[src/fpk_pkg.sv]
// constants and types shared by the transfer packetizer files
package fpk_pkg;

  // register byte offsets on the apb bus
  localparam logic [7:0] REG_CTRL   = 8'h00;
  localparam logic [7:0] REG_LIMIT  = 8'h04;
  localparam logic [7:0] REG_WLIMIT = 8'h08;
  localparam logic [7:0] REG_STATUS = 8'h0C;

  // control register fields (time bits mirror the packet flags)
  localparam int CTRL_EN      = 0;
  localparam int CTRL_CLOSE   = 1;
  localparam int CTRL_TFMT_LO = 2;
  localparam int CTRL_ABS     = 6;
  localparam logic [31:0] CTRL_RST = 32'h0000_0000;

  // status register fields
  localparam int STAT_OPEN = 17;
  localparam int STAT_OVF  = 18;
  localparam int STAT_LOST = 19;

  // message id word field positions
  localparam int ID_STAT_LO  = 24;
  localparam int ID_SPEED_LO = 20;
  localparam int ID_OVF_LO   = 18;
  localparam int ID_LOST     = 17;

  // transfer overflow codes
  localparam logic [1:0] OVF_NONE  = 2'h0;
  localparam logic [1:0] OVF_START = 2'h1;
  localparam logic [1:0] OVF_END   = 2'h2;
  localparam logic [1:0] OVF_MID   = 2'h3;

  // transmission speed codes written as received from the phy
  localparam logic [3:0] SPD_S100A  = 4'h0;
  localparam logic [3:0] SPD_S100B  = 4'h1;
  localparam logic [3:0] SPD_S200A  = 4'h2;
  localparam logic [3:0] SPD_S200B  = 4'h3;
  localparam logic [3:0] SPD_S400A  = 4'h4;
  localparam logic [3:0] SPD_S400B  = 4'h5;
  localparam logic [3:0] SPD_S800B  = 4'h7;
  localparam logic [3:0] SPD_S1600B = 4'h9;
  localparam logic [3:0] SPD_S3200B = 4'hA;

  // longest captured transfer in bytes
  localparam logic [15:0] MAX_ASYNC = 16'h1018;
  localparam logic [15:0] MAX_ISO   = 16'h800C;

  // packet layout
  localparam int MAX_XFERS   = 65536;
  localparam int HDR_WORDS   = 3;
  localparam int TS_HI_OFS   = 1;
  localparam int ID_OFS      = 2;
  localparam int BODY_FIRST  = 1;
  localparam logic [15:0] CW_SPARE = 16'h0000;
  localparam logic [15:0] TS_FILL  = 16'h0000;

  // framer sequencer states
  typedef enum logic [2:0] {
    ST_IDLE, ST_DATA, ST_FLUSH, ST_PAD, ST_ID, ST_TS0, ST_TS1, ST_CW
  } fpk_state_e;

endpackage

[src/fpk_framer.sv]
// serial bus phy transfer framer: packet body writer with apb registers
module fpk_framer #(
  parameter int AW = 16
) (
  input  wire logic          mclk,
  input  wire logic          sys_rst,
  input  wire logic          ce,
  input  wire logic          psel,
  input  wire logic          penable,
  input  wire logic          pwrite,
  input  wire logic [7:0]    paddr,
  input  wire logic [31:0]   pwdata,
  output logic      [31:0]   prdata,
  output logic               pready,
  output logic               pslverr,
  input  wire logic          phy_valid,
  input  wire logic [7:0]    phy_data,
  input  wire logic          phy_first,
  input  wire logic          phy_last,
  input  wire logic          phy_nodata,
  input  wire logic [7:0]    phy_status,
  input  wire logic [3:0]    phy_speed,
  input  wire logic          phy_iso,
  output logic               phy_ready,
  input  wire logic          buf_lost,
  input  wire logic [47:0]   rtc,
  input  wire logic [63:0]   abs_time,
  output logic               body_we,
  output logic      [AW-1:0] body_addr,
  output logic      [31:0]   body_data,
  output logic               body_done,
  output logic      [1:0]    time_fmt
);
  import fpk_pkg::*;

  localparam logic [AW-1:0] HDR_W = AW'(HDR_WORDS);
  localparam logic [AW-1:0] TSH_W = AW'(TS_HI_OFS);
  localparam logic [AW-1:0] ID_W  = AW'(ID_OFS);
  localparam logic [AW-1:0] B1_W  = AW'(BODY_FIRST);
  localparam logic [16:0]   XMAX  = 17'(MAX_XFERS);

  fpk_state_e    st_q, st_d;
  logic [31:0]   ctrl_q;
  logic [16:0]   lim_q;
  logic [AW-1:0] wlim_q;
  logic          close_q, lost_q, ovf_q, iso_q;
  logic [16:0]   cnt_q, cnt_d;
  logic [AW-1:0] ptr_q, ptr_d, hdr_q, hdr_d, wptr_q, wptr_d;
  logic [15:0]   len_q, len_d;
  logic [1:0]    code_q, code_d;
  logic [63:0]   ts_q, ts_d;
  logic [7:0]    stat_q, stat_d;
  logic [3:0]    spd_q, spd_d;
  logic          rdy_d, we_d, done_d, ovf_d, iso_d;
  logic [AW-1:0] addr_d;
  logic [31:0]   data_d;

  // timestamp word pair for the current mode
  function automatic logic [63:0] stamp(input logic absm,
                                        input logic [47:0] rel,
                                        input logic [63:0] abst);
    stamp = absm ? abst : {rel[47:32], TS_FILL, rel[31:0]};
  endfunction

  // ---------------- apb slave ----------------
  wire apb_acc  = psel & penable & ~pready;
  wire apb_done = psel & penable & pready;
  wire addr_ok  = (paddr == REG_CTRL) | (paddr == REG_LIMIT) |
                  (paddr == REG_WLIMIT) | (paddr == REG_STATUS);
  wire wr_ctrl  = apb_done & pwrite & (paddr == REG_CTRL);
  wire wr_lim   = apb_done & pwrite & (paddr == REG_LIMIT);
  wire wr_wlim  = apb_done & pwrite & (paddr == REG_WLIMIT);
  wire en       = ctrl_q[CTRL_EN];
  wire absm     = ctrl_q[CTRL_ABS];
  wire [31:0] stat_word = {12'h000, lost_q, ovf_q, (st_q != ST_IDLE),
                           cnt_q};
  wire [31:0] rd_mux =
    (paddr == REG_CTRL)   ? ctrl_q :
    (paddr == REG_LIMIT)  ? {15'h0000, lim_q} :
    (paddr == REG_WLIMIT) ? 32'(wlim_q) :
    (paddr == REG_STATUS) ? stat_word : 32'h0000_0000;

  // one wait state: ready rises the cycle after the access phase opens
  always_ff @(posedge mclk) begin
    if (sys_rst) begin
      pready  <= 1'b0;
      pslverr <= 1'b0;
      prdata  <= 32'h0000_0000;
    end else if (ce) begin
      pready <= apb_acc;
      if (apb_acc) begin
        prdata  <= pwrite ? 32'h0000_0000 : rd_mux;
        pslverr <= ~addr_ok;
      end
    end
  end

  // control, limits; the close command is a sticky request
  always_ff @(posedge mclk) begin
    if (sys_rst) begin
      ctrl_q  <= CTRL_RST;
      lim_q   <= XMAX;
      wlim_q  <= '1;
      close_q <= 1'b0;
    end else if (ce) begin
      if (wr_ctrl) ctrl_q <= pwdata & ~(32'h1 << CTRL_CLOSE);
      if (wr_lim) lim_q <= (pwdata[16:0] > XMAX) ? XMAX : pwdata[16:0];
      if (wr_wlim) wlim_q <= pwdata[AW-1:0];
      if (wr_ctrl & pwdata[CTRL_CLOSE]) close_q <= 1'b1;
      else if (st_q == ST_CW) close_q <= 1'b0;
    end
  end

  // ---------------- phy side ----------------
  wire take     = phy_valid & phy_ready;
  // a message opens on its first byte, or on any byte after an overflow cut
  wire start    = take & (st_q == ST_IDLE) & (phy_first | ovf_q);
  wire data_in  = take & ((st_q == ST_DATA) | (start & ~phy_nodata));
  wire [15:0] max_len = iso_q ? MAX_ISO : MAX_ASYNC;
  wire [15:0] len_inc = len_q + 16'h0001;
  wire at_limit = (cnt_q >= lim_q) | (ptr_q >= wlim_q);
  wire close_go = close_q | (at_limit & (cnt_q != 17'h00000));
  wire pk_valid;
  wire [31:0] pk_word;

  // zero fill of the partial word
  fpk_word_packer u_packer (
    .mclk       (mclk),
    .sys_rst    (sys_rst),
    .ce         (ce),
    .byte_valid (data_in),
    .byte_data  (phy_data),
    .flush      (st_q == ST_FLUSH),
    .word_valid (pk_valid),
    .word_data  (pk_word)
  );

  // lost flag: a new loss wins over the clear at the id write
  always_ff @(posedge mclk) begin
    if (sys_rst) lost_q <= 1'b0;
    else if (ce) lost_q <= buf_lost | (lost_q & (st_q != ST_ID));
  end

  // sequencer next state and transfer bookkeeping
  always_comb begin
    st_d   = st_q;
    cnt_d  = cnt_q;
    ptr_d  = ptr_q;
    hdr_d  = hdr_q;
    wptr_d = pk_valid ? wptr_q + B1_W : wptr_q;
    len_d  = len_q;
    code_d = code_q;
    ts_d   = ts_q;
    stat_d = stat_q;
    spd_d  = spd_q;
    iso_d  = iso_q;
    ovf_d  = ovf_q;
    case (st_q)
      ST_IDLE: begin
        if (start) begin
          // stamp taken at the first byte
          ts_d   = stamp(absm, rtc, abs_time);
          hdr_d  = ptr_q;
          wptr_d = ptr_q + HDR_W;
          if (phy_first) begin
            stat_d = phy_status;
            spd_d  = phy_speed;
            iso_d  = phy_iso;
          end
          code_d = ovf_q ? OVF_END : OVF_NONE;
          if (phy_nodata) begin
            len_d = 16'h0000;
            st_d  = ST_ID;
          end else begin
            len_d = 16'h0001;
            st_d  = phy_last ? ST_FLUSH : ST_DATA;
          end
        end else if (close_go) begin
          st_d = ST_CW;
        end
      end
      ST_DATA: begin
        if (take) begin
          len_d = len_inc;
          // cut at the limit, code by previous piece
          if (phy_last) begin
            st_d = ST_FLUSH;
          end else if (len_inc == max_len) begin
            code_d = ovf_q ? OVF_MID : OVF_START;
            st_d   = ST_FLUSH;
          end
        end
      end
      ST_FLUSH: st_d = ST_PAD;
      ST_PAD:   st_d = ST_ID;
      ST_ID:    st_d = ST_TS0;
      ST_TS0:   st_d = ST_TS1;
      ST_TS1: begin
        cnt_d = cnt_q + 17'h00001;
        ptr_d = wptr_q;
        ovf_d = (code_q == OVF_START) | (code_q == OVF_MID);
        st_d  = ST_IDLE;
      end
      ST_CW: begin
        cnt_d = 17'h00000;
        ptr_d = B1_W;
        st_d  = ST_IDLE;
      end
      default: st_d = ST_IDLE;
    endcase
  end

  // no bytes taken while a packet closes or is full
  wire full_next = (cnt_d >= lim_q) | (ptr_d >= wlim_q);
  assign rdy_d = (st_d == ST_DATA) |
                 ((st_d == ST_IDLE) & (en | ovf_d) &
                  ~((st_q == ST_IDLE) & close_go & ~start) &
                  ~((st_q == ST_TS1) & (close_q | full_next)));

  // body write port: packed data first, header words in their states
  always_comb begin
    we_d   = 1'b1;
    done_d = 1'b0;
    addr_d = wptr_q;
    data_d = pk_word;
    if (!pk_valid) begin
      case (st_q)
        ST_ID: begin
          addr_d = hdr_q + ID_W;
          data_d = {stat_q, spd_q, code_q, lost_q, 1'b0, len_q};
        end
        ST_TS0: begin
          addr_d = hdr_q;
          data_d = ts_q[31:0];
        end
        ST_TS1: begin
          addr_d = hdr_q + TSH_W;
          data_d = ts_q[63:32];
        end
        // channel word at the body start
        ST_CW: begin
          addr_d = '0;
          data_d = {CW_SPARE, cnt_q[15:0]};
          done_d = 1'b1;
        end
        default: we_d = 1'b0;
      endcase
    end
  end

  // state registers
  always_ff @(posedge mclk) begin
    if (sys_rst) begin
      st_q   <= ST_IDLE;
      cnt_q  <= 17'h00000;
      ptr_q  <= B1_W;
      hdr_q  <= B1_W;
      wptr_q <= B1_W;
      len_q  <= 16'h0000;
      code_q <= OVF_NONE;
      ts_q   <= 64'h0000_0000_0000_0000;
      stat_q <= 8'h00;
      spd_q  <= 4'h0;
      iso_q  <= 1'b0;
      ovf_q  <= 1'b0;
    end else if (ce) begin
      st_q   <= st_d;
      cnt_q  <= cnt_d;
      ptr_q  <= ptr_d;
      hdr_q  <= hdr_d;
      wptr_q <= wptr_d;
      len_q  <= len_d;
      code_q <= code_d;
      ts_q   <= ts_d;
      stat_q <= stat_d;
      spd_q  <= spd_d;
      iso_q  <= iso_d;
      ovf_q  <= ovf_d;
    end
  end

  // registered outputs
  always_ff @(posedge mclk) begin
    if (sys_rst) begin
      phy_ready <= 1'b0;
      body_we   <= 1'b0;
      body_addr <= '0;
      body_data <= 32'h0000_0000;
      body_done <= 1'b0;
      time_fmt  <= 2'h0;
    end else if (ce) begin
      phy_ready <= rdy_d;
      body_we   <= we_d;
      body_addr <= addr_d;
      body_data <= data_d;
      body_done <= done_d;
      time_fmt  <= ctrl_q[CTRL_TFMT_LO +: 2];
    end
  end
endmodule // fpk_framer

[src/fpk_word_packer.sv]
// packs a byte stream into little-endian 32-bit words with zero fill
module fpk_word_packer (
  input  wire logic        mclk,
  input  wire logic        sys_rst,
  input  wire logic        ce,
  input  wire logic        byte_valid,
  input  wire logic [7:0]  byte_data,
  input  wire logic        flush,
  output logic             word_valid,
  output logic [31:0]      word_data
);
  import fpk_pkg::*;

  logic [31:0] acc_q;
  logic [1:0]  lane_q;
  logic [31:0] acc_d;
  logic        full;
  logic        flush_go;

  // place the byte in its lane; unused lanes stay zero as fill
  always_comb begin
    acc_d = acc_q;
    if (byte_valid) begin
      acc_d[{lane_q, 3'h0} +: 8] = byte_data;
    end
  end

  assign full     = byte_valid & (lane_q == 2'h3);
  assign flush_go = flush & (lane_q != 2'h0);

  // word is released on the fourth byte or on a flush of a partial word
  always_ff @(posedge mclk) begin
    if (sys_rst) begin
      acc_q      <= 32'h0000_0000;
      lane_q     <= 2'h0;
      word_valid <= 1'b0;
      word_data  <= 32'h0000_0000;
    end else if (ce) begin
      word_valid <= full | flush_go;
      if (full | flush_go) begin
        word_data <= acc_d;
        acc_q     <= 32'h0000_0000;
        lane_q    <= 2'h0;
      end else begin
        acc_q  <= acc_d;
        lane_q <= lane_q + {1'b0, byte_valid};
      end
    end
  end

endmodule // fpk_word_packer

[config.mk]
export PLATFORM = sky130hd
export DESIGN_NAME = fpk_framer
export DESIGN_NICKNAME = d
export VERILOG_FILES = /design/src/fpk_pkg.sv /design/src/fpk_framer.sv /design/src/fpk_word_packer.sv
export SDC_FILE = /design/constraint.sdc
export NUM_CORES = 1
export LEC_CHECK = 0
export ABC_CLOCK_PERIOD_IN_PS = 4200
export BUFFER_PORTS_ARGS = -buffer_cell sky130_fd_sc_hd__buf_2
export CORE_AREA = 2 2 208 210
export DETAILED_ROUTE_END_ITERATION = 6
export DIE_AREA = 0 0 210 212
export PLACE_DENSITY = 0.67
export SLEW_MARGIN = 20
export SYNTH_ARGS = -nofsm -noshare
export SYNTH_HDL_FRONTEND = slang
export SYNTH_SLANG_ARGS = --single-unit
[constraint.sdc]
create_clock -name mclk -period 4.2 [get_ports mclk]
set_input_delay 0.21 -clock mclk [delete_from_list [all_inputs] [get_ports mclk]]
set_output_delay 0.21 -clock mclk [all_outputs]
set_load 0.03 [all_outputs]
# [Word level (Yosys, flattened, before mapping)]
# Index checks and enable logic that the tools add are counted.
# Widths: inputs -> output; s select.
[op_classes] bitwise=43 add_sub_neg=8 magnitude_cmp=5 n_shift=2 n_eq_ne=20 reduce_logical=20 mux=47
[ops] cell="$mux 32" n=5
[ops] cell="$pmux 32 s4" n=1
[ops] cell="$mux 16" n=7
[ops] cell="$mux 64" n=1
[ops] cell="$pmux 16 s2" n=2
[ops] cell="$pmux 16 s4" n=1
[ops] cell="$mux 20" n=3
[ops] cell="$add 16x1->16 const B" n=3
[ops] cell="$ge 17x17->1" n=2
[ops] cell="$pmux 17 s2" n=1
[ops] cell="$add 16x2->16 const B" n=2
[ops] cell="$bwmux 32" n=1
[ops] cell="$ge 16x16->1" n=2
[ops] cell="$shift 8x7->32 const A" n=1
[ops] cell="$shiftx 8x7->32" n=1
[ops] cell="$and 1x1->1" n=23
[ops] cell="$pmux 3 s7" n=1
[ops] cell="$mux 3" n=6
[ops] cell="$add 17x1->17 const B" n=1
[ops] cell="$gt 17x17->1 const B" n=1
[ops] cell="$mux 17" n=1
[ops] cell="$reduce_bool 17->1" n=1
[ops] cell="$eq 16x16->1" n=1
[ops] cell="$eq 8x4->1 const B" n=2
[ops] cell="other kinds (26)" n=75
[word_totals] word_cells=175 inputBits=184 out_inout_bits=87 ff_bits=384

# [Depth between registers and ports, before layout]
# Gate-level depths: netlist of run 1.
[depth] word_depth=12 ltp_mapped=16 mapped_depth_nobuf=15

# [By module]
# Synthesis of run 1 repeated with hierarchy kept, for this count alone.
[unflattened] hier_cells=2417 area_unflattened_um2=19557.5
[modules_own_cells] mod="fpk_framer" seq_area_each_um2=6346.1 cells_per_inst=2148 area_each_um2=16884.9 n_inst=1
[modules_own_cells] mod="fpk_word_packer" seq_area_each_um2=1341.3 cells_per_inst=269 area_each_um2=2672.6 n_inst=1

# [Worst setup path before layout of run 1]
# OpenSTA, ideal clock, no wires.
[synth_path] path_type="register -> register" from="register st_q[0]" to="register phy_ready" synth_period_minus_slack_ns=3.001 required_time_ns=4.099 path_buffers=1 stages_incl_launch_ff=17 arrival_time_ns=2.900 setup_ns=0.101 setup_slack_ns=1.199 path_cell_list="dfxtp_1 -> nand2b_1 -> clkbuf_1 -> nor2_1 -> nand3_1 -> nor2_1 -> nand3_1 -> nor2_1 -> mux2i_1 -> ha_1 -> a22oi_1 -> nand4_1 -> a221oi_1 -> o21ai_0 -> a21oi_1 -> a31oi_1 -> o41ai_1"
[synth_between] word_cells_on_any_way=37 cone_classes="2 x order compare; 8 x eq/ne; 9 x mux; 15 x bitwise; 3 x reduce/logical"
[synth_rtl] item="from (decl)" line="fpk_framer.sv:42" source="fpk_state_e st_q, st_d;"
[synth_rtl] item="from (signal assigned)" line="fpk_framer.sv:267" source="st_q <= st_d;"
[synth_rtl] item="$eq 3x3->1" line="fpk_framer.sv:158" source="case (st_q)"
[synth_rtl] item="$pmux 17 s2 (*)" line="fpk_framer.sv:158"
[synth_rtl] item="named net cnt_d[16]" line="fpk_framer.sv:47" source="logic [16:0] cnt_q, cnt_d;"
[synth_rtl] item="$ge 17x17->1 (*)" line="fpk_framer.sv:214" source="wire full_next = (cnt_d >= lim_q) | (ptr_d >= wlim_q);"
[synth_rtl] item="$or 1x1->1 (*)" line="fpk_framer.sv:214"
[synth_rtl] item="$or 1x1->1 (*)" line="fpk_framer.sv:218" source="~((st_q == ST_TS1) & (close_q | full_next)));"
[synth_rtl] item="$and 1x1->1 (*)" line="fpk_framer.sv:218"
[synth_rtl] item="$not 1->1 (*)" line="fpk_framer.sv:218"
[synth_rtl] item="$and 1x1->1 (*)" line="fpk_framer.sv:217" source="~((st_q == ST_IDLE) & close_go & ~start) &"
[synth_rtl] item="$or 1x1->1 (*)" line="fpk_framer.sv:215" source="assign rdy_d = (st_d == ST_DATA) |"
[synth_rtl] item="to (signal assigned)" line="fpk_framer.sv:292" source="phy_ready <= rdy_d;"
[synth_rtl] item="to (decl)" line="fpk_framer.sv:24" source="output logic phy_ready,"
# Mark *: on every way through the listed nets, which the timed path passes. The rest lies on a longest branch.
# A chain may end at the register's enable or synchronous reset.

# [Worst setup path in the final report of run 1]
# Same ends and word-level chain as after synthesis.

==> qor.csv, run 1 <==
stage,metric,value,unit
outcome,outcome,finished clean,
drt,avgViaCountPerCell,5.87,
placement,gp_congestion,0.954,
clocking,clkLatencyLatePin,580,ps
synthesis,ys_ff_latch,384,
timing,rsz0062_at_grt,no,
floorplan,start_util,0.462,
synthesis,synth_area,19600,um^2
setup_path,arrival,3960,ps
clocking,numCtsBuffers,43,
power,powerDensity,358,nW/um^2
layout,nets,3021,
setup_path,critPathLaunchType,flop,
setup_path,rr_worst_depth,13,
timing,fmax,286,MHz
global_route,grt-ovfl-total,0,
floorplan,pin_count,271,
setup_path,worstReg2RegStart,st_q[0]$_SDFFE_PP0P_,
setup_path,worst-path-max-fanout,8,
drt,wirelength_met1,29200,um
setup_path,critPathMaxStageDelay,340,ps
drt,dr.max_layer_used,met5,
flow_run,maxCapViolations,0,
synthesis,synth-async-reset-ratio,0,
synthesis,syn_nets,2764,
drt,wl_met2,30600,um
clocking,cts_tree,done,
setup_path,required,4670,ps
synthesis,yosys-top-cells-count,"416 x nand2_1, 384 x dfxtp_1, 316 x nor2_1",
floorplan,rows,76,
timing,finalSetupViolCount,0,
drt,first_pass_iters,6,
setup_path,worst_r2r_endpoint,phy_ready$_SDFFE_PP0P_,
global_route,grt_use_total,0.291,
setup_path,cp_slowest_cell,nor3_1,
synthesis,synth_top_area_share,0.391,
drt,drc,0,
power,p_leak,9.15,nW
synthesis,synth_area_leaders,"dfxtp_1 39%, nand2_1 8.0%, a21oi_1 6.4%",
placement,placed_area,21200,um^2
floorplan,die_h,212,um
floorplan,dieArea,44500,um^2
layout,postLayoutCoreUtil,0.561,
hold_path,min_path_cells,3,
layout,area_growth,21.5,%
synthesis,yosysMostFrequentCell,nand2_1,
global_route,antenna_found_initial,3,
synthesis,yosys.area.top_type,dfxtp_1,
timing,hold_ws,20.8,ps
timing,hold_viol,0,
synthesis,yosysUniqueCellTypes,67,
timing,timing.final.crit_share,0.832,
timing,period_needed,3490,ps
layout,drive_above_1_share,0.147,
setup_path,path_cells,nand2b_1 -> nor2_4 -> nand4_1 -> nor3_1 -> and4_1 -> mux2i_1 -> ha_1 -> and3_1 -> a221oi_1 -> o21ai_0 -> a21oi_1 -> a31oi_1 -> o41ai_1,
timing,clock_skew,22.7,ps
timing,slew_viol_final,0,
setup_path,startpoint,st_q[0]$_SDFFE_PP0P_,
layout,final_cell_area,23900,um^2
setup_path,cp-end-kind,flop,
synthesis,synth_warnings,0,
timing,worstMarginPinSlew,969,ps
placement,detailed_place_hpwl,45100,um
setup_path,reg2reg_slack,710,ps
global_route,grt_pass1_vias,18800,
drt,drt_iter0_drc,1865,
layout,fillers,3936,
timing,max-slew-margin-rel,0.353,
drt,wl_per_cell,19.8,um
drt,drt-total-wl,66000,um
setup_path,crit_cells,13,
setup_path,critPathTopFamily,simple AND/OR/NAND/NOR gates,
synthesis,ys.flop_type,dfxtp_1,
clocking,cts-resized-gates,0,
clocking,h-tree-depth,2,
placement,numPortBuffers,270,
synthesis,ys_seq_area_frac,0.391,
clocking,cts_setup_buffers,0,
setup_path,crit_type,flop to flop,
clocking,clockBufferDepth,3,
timing,setup-tns-final,0,ps
drt,num_vias,19600,
synthesis,synth_cells,2501,
power,ir_worst_vdd,0.000310,V
synthesis,avgSynthCellArea,7.85,um^2
global_route,grt_pass1_wl,104000,um
global_route,grt_max_degree,173,
clocking,clock_sinks,384,
setup_path,critPathBufInv,0,
floorplan,die_x,210,um
setup_path,critPathCapture,phy_ready$_SDFFE_PP0P_,
hold_path,worstHoldPathType,input pin to flop,
drt,wl_met3,3950,um
clocking,cts_root_buf,clkbuf_16,
clocking,clk_pin_slew_worst_paths,60,ps
floorplan,core,42500,um^2
synthesis,synth-edff-count,0,
drt,ant_nets,0,
[final cells by class]
cell class	count	area (um^2)	share of cell area
Inverter	52	196	0.00823
Multi-Input combinational cell	1861	11000	0.461
Sequential cell	384	7690	0.322
Timing Repair Buffer	416	2760	0.116
Clock inverter	14	219	0.00918
Antenna cell	2	5.00	0.000210
Clock buffer	66	1300	0.0546
Tap cell	546	683	0.0286
[cell usage in the layout, fill, tap and decap left out, types with 6 or more instances in the layout]
master         instances
xor2_1                11
and2_1                 6
o22ai_1                8
and3_1                17
xnor2_1               14
o211a_1                8
a311oi_1              23
a22o_1                16
nand2b_1              10
nor4_1                12
mux2i_1              116
nor2_1               312
clkbuf_8              12
a21oi_1              250
a31oi_1               11
ha_1                  79
clkbuf_1              10
a22oi_1               90
nor3_1                30
a221oi_1              19
clkbuf_16             44
a311oi_2               7
nand3b_1               6
o211ai_1              45
a21o_1                15
and4_1                 7
nand2_1              416
a211oi_1              63
dlygate4sd3_1        110
or2_2                  7
o21ai_0               84
dfxtp_1              383
buf_4                 35
o2111ai_1             10
buf_2                268
nand3_1               75
nand4_1               23
inv_1                 50
[worst min-delay path by stage]
stage                       startpoint                       to
5_1_grt                    abs_time[2]     ts_q[2]$_SDFFE_PP0P_
2_1_floorplan                pwdata[0]   wlim_q[0]$_SDFFE_PP1P_
3_5_place_dp    prdata[2]$_SDFFE_PP0P_   prdata[2]$_SDFFE_PP0P_
4_1_cts                        rtc[42]    ts_q[58]$_SDFFE_PP0P_
6_report                       rtc[42]    ts_q[58]$_SDFFE_PP0P_
3_3_place_gp   prdata[12]$_SDFFE_PP0P_  prdata[12]$_SDFFE_PP0P_
[logic make-up (layout without fill, tap and decap cells)]
| logic type | Yosys count | count (layout) | share of synthesized area |
|---|---|---|---|
| AOI/OAI and AO/OA | 685 | 685 | 0.229 |
| adders and majority gates | 79 | 79 | 0.0503 |
| xor gates and xnor gates | 25 | 25 | 0.0111 |
| other | 0 | 2 | 0 |
| DFF | 384 | 384 | 0.391 |
| muxes | 116 | 116 | 0.0591 |
| buffers and inverters | 256 | 548 | 0.0510 |
| and+or+nand+nor | 956 | 956 | 0.208 |
[where the power goes]
| group | switching [mW] | internal (mW) |
|---|---|---|
| logic | 0.493 | 0.295 |
| registers | 0.0448 | 3.68 |
| clock network | 1.58 | 2.45 |
| total | 2.12 | 6.43 |
[flip-flops by register name, summed over array words and instances (netlist names), 17 cells and up]
register,flops
u_packer.acc_q,32
u_packer.word_data,32
cnt_q,17
lim_q,17
ts_q,64
body_data,32
prdata,32
ctrl_q,31
[what timing repair did]
| action | CTS | global route |
|---|---|---|
| endpoints found under the setup margin | 0 | 0 |
| hold buffers | 110 | 0 |
| hold endpoints to repair | 116 | 0 |
[metrics by stage]
stage / worst slack, ps / total power [mW] / instances
after CTS: 786 / 8.60 / 3339
after detailed placement: 835 / 4.50 / 3149
after global placement: 924 / 4.50 / 3149
final: 707 / 8.55 / 3341
after floorplan: 1200 / 4.20 / 2501
after global routing: 447 / 8.82 / 3340
[per-layer routing]
metal / GRT usage / vias to the layer above
met1: 0.383 / 9286
met5: 0 / -
met4: 0.113 / 2
met3: 0.0381 / 121
li1: - / 9434
met2: 0.486 / 765
[worst register-to-register path, stage by stage, from the launching register on]
cell      delay, ps
dfxtp_1         310
nand2b_1        300
nor2_4          240
nand4_1         230
nor3_1          350
and4_1          260
mux2i_1         330
ha_1            300
and3_1          190
a221oi_1        250
o21ai_0         140
a21oi_1         160
a31oi_1         110
o41ai_1         240
(Power assumes the default switching activity.)
==> run 2, diff against run 1 <==
--- a/config.mk
+++ b/config.mk
@@ -5,12 +5,12 @@
 export SDC_FILE = /design/constraint.sdc
 export NUM_CORES = 1
 export LEC_CHECK = 0
-export ABC_CLOCK_PERIOD_IN_PS = 4200
+export ABC_CLOCK_PERIOD_IN_PS = 3000
 export BUFFER_PORTS_ARGS = -buffer_cell sky130_fd_sc_hd__buf_2
 export CORE_AREA = 2 2 208 210
 export DETAILED_ROUTE_END_ITERATION = 6
 export DIE_AREA = 0 0 210 212
-export PLACE_DENSITY = 0.67
+export PLACE_DENSITY = 0.69
 export SLEW_MARGIN = 20
 export SYNTH_ARGS = -nofsm -noshare
 export SYNTH_HDL_FRONTEND = slang
==> constraint.sdc (replaced) <==
create_clock -name mclk -period 3 [get_ports mclk]
set_input_delay 0.15 -clock mclk [delete_from_list [all_inputs] [get_ports mclk]]
set_output_delay 0.15 -clock mclk [all_outputs]
set_load 0.03 [all_outputs]
==> qor.csv, run 2 (synthesized netlist as in run 1, its figures left out) <==
stage,metric,value,unit
timing,worst_slack,120,ps
placement,numPortBuffers,270,
layout,drive_above_1_share,0.167,
floorplan,die_h,212,um
setup_path,path_cells,nand2b_4 -> nor2_4 -> nand4_1 -> nor3_1 -> and4_1 -> mux2i_2 -> ha_1 -> and3_1 -> a221oi_2 -> o21ai_1 -> a21oi_1 -> a31oi_1 -> o41ai_2,
placement,gp_congestion,0.943,
drt,num_vias,20400,
timing,finalSetupViolCount,0,
setup_path,critPathLaunchType,flop,
setup_path,crit_type,flop to flop,
setup_path,required,3490,ps
drt,dr.max_layer_used,met5,
drt,drt-total-wl,68800,um
clocking,cts_tree,done,
placement,dp.cells,3213,
drt,wl_met2,32300,um
clocking,clkLatencyLatePin,600,ps
hold_path,worstHoldPathType,input pin to flop,
power,total_power,11.9,mW
flow_run,maxCapViolations,0,
clocking,clk_pin_slew_worst_paths,60,ps
clocking,numCtsBuffers,42,
timing,worstMarginPinSlew,970,ps
placement,detailed_place_hpwl,47000,um
clocking,clockBufferDepth,3,
timing,max-slew-margin-rel,0.354,
global_route,grt-ovfl-total,0,
floorplan,core,42500,um^2
layout,mostFrequentLayoutCell,nand2_1,
layout,nets,3137,
timing,slew_viol_final,0,
setup_path,cp_slowest_cell,dfxtp_1,
floorplan,die_x,210,um
timing,hold_ws,-8.09,ps
clocking,cts_root_buf,clkbuf_16,
layout,mostFrequentLayoutCells,"412 x nand2_1, 382 x dfxtp_1, 310 x nor2_1, 268 x buf_2, 250 x a21oi_1",
drt,drt_iter0_drc,2209,
layout,top_register,ts_q,
placement,place_ws,12.7,ps
drt,avgViaCountPerCell,5.93,
timing,period_needed,2880,ps
drt,drc,7,
floorplan,rows,76,
floorplan,pin_count,271,
clocking,h-tree-depth,2,
global_route,grt_max_degree,176,
timing,timing.final.crit_share,0.960,
global_route,grt_pass1_vias,19400,
layout,largest_register_ffs,64,
setup_path,worst-path-max-fanout,4,
timing,hold_viol,1,
setup_path,critPathMaxStageDelay,310,ps
power,ir_worst_vdd,0.000368,V
global_route,grt_use_total,0.299,
timing,clock_skew,22.2,ps
power,powerDensity,478,nW/um^2
outcome,violations,"DRC, hold timing",
global_route,antenna_found_initial,1,
drt,first_pass_iters,7,
power,p_leak,9.72,nW
outcome,outcome,finished with violations,
setup_path,cp-end-kind,flop,
floorplan,dieArea,44500,um^2
drt,wl_met3,5740,um
clocking,clock_sinks,384,
timing,rsz0062_at_grt,yes,
drt,ant_nets,0,
timing,fmax,347,MHz
placement,placed_area,21800,um^2
global_route,grt_pass1_wl,106000,um
drt,wl_per_cell,20.0,um
layout,final_cell_area,24900,um^2
layout,area_growth,26.9,%
setup_path,arrival,3370,ps
layout,instances_no_fill,3449,
drt,wirelength_met1,28100,um
floorplan,start_util,0.462,
==> run 2: cell count changes in the layout (fill, tap and decap cells not counted), sizes merged <==
cell,previous run,this run
bufinv,5,6
clkinvlp,2,0
clkbuf,66,59
diode,2,1
buf,306,374
dlygate4sd3,110,158
clkinv,7,8
==> run 2: final timing paths <==
check                              start                endpoint  slack [ps]  cells past startpoint
setup / recovery    st_q[0]$_SDFFE_PP0P_  phy_ready$_SDFFE_PP0P_         120                     13
hold / removal                   rtc[45]   ts_q[61]$_SDFFE_PP0P_          -8                      3
setup reg to reg    st_q[0]$_SDFFE_PP0P_  phy_ready$_SDFFE_PP0P_         120                     13
hold reg to reg   prdata[6]$_SDFFE_PP0P_  prdata[6]$_SDFFE_PP0P_         450                      2
==> run 2: per-layer routing <==
layer	global-route usage	vias to the layer above
met3	0.0508	172
met4	0.128	2
met5	0	-
met2	0.503	1008
met1	0.378	9612
li1	-	9642
==> run 2: what timing repair did <==
action / 4_1_cts / 5_1_grt
endpoints found under the setup margin: 0 / 12
hold buffers: 158 / 0
resized for setup: 0 / 21
setup buffers: 0 / 4
hold endpoints to repair: 154 / 0
==> run 2: final cells by class <==
class / count / area (um^2)
fillers: 3749 / 17600
well taps: 546 / 683
flip-flops and latches: 384 / 7690
multi-input cells: 1861 / 11100
clock buffers: 58 / 1160
diodes: 1 / 2.50
clock inverters: 14 / 262
inverters: 52 / 196
repair buffers: 533 / 3840
==> run 2: report_power, final <==
group | switching (mW) | internal, mW
combinational | 0.738 | 0.488
clock | 2.25 | 3.24
sequential | 0.0466 | 5.15
total | 3.03 | 8.88
==> run 2: stage by stage <==
step / TNS [ps] / util
2_1_floorplan: 0 / -
3_3_place_gp: 0 / 0.512
3_5_place_dp: 0 / 0.512
4_1_cts: 0 / 0.583
5_1_grt: -47.4 / 0.586
6_report: 0 / 0.586
==> run 2: worst max-delay path: cells and delay by family, from the launching register on <==
kind	cells	cell delay, ps
mux	1	270
fa+ha+maj	1	290
compound gates	5	790
simple gates	6	1130
flops	1	310
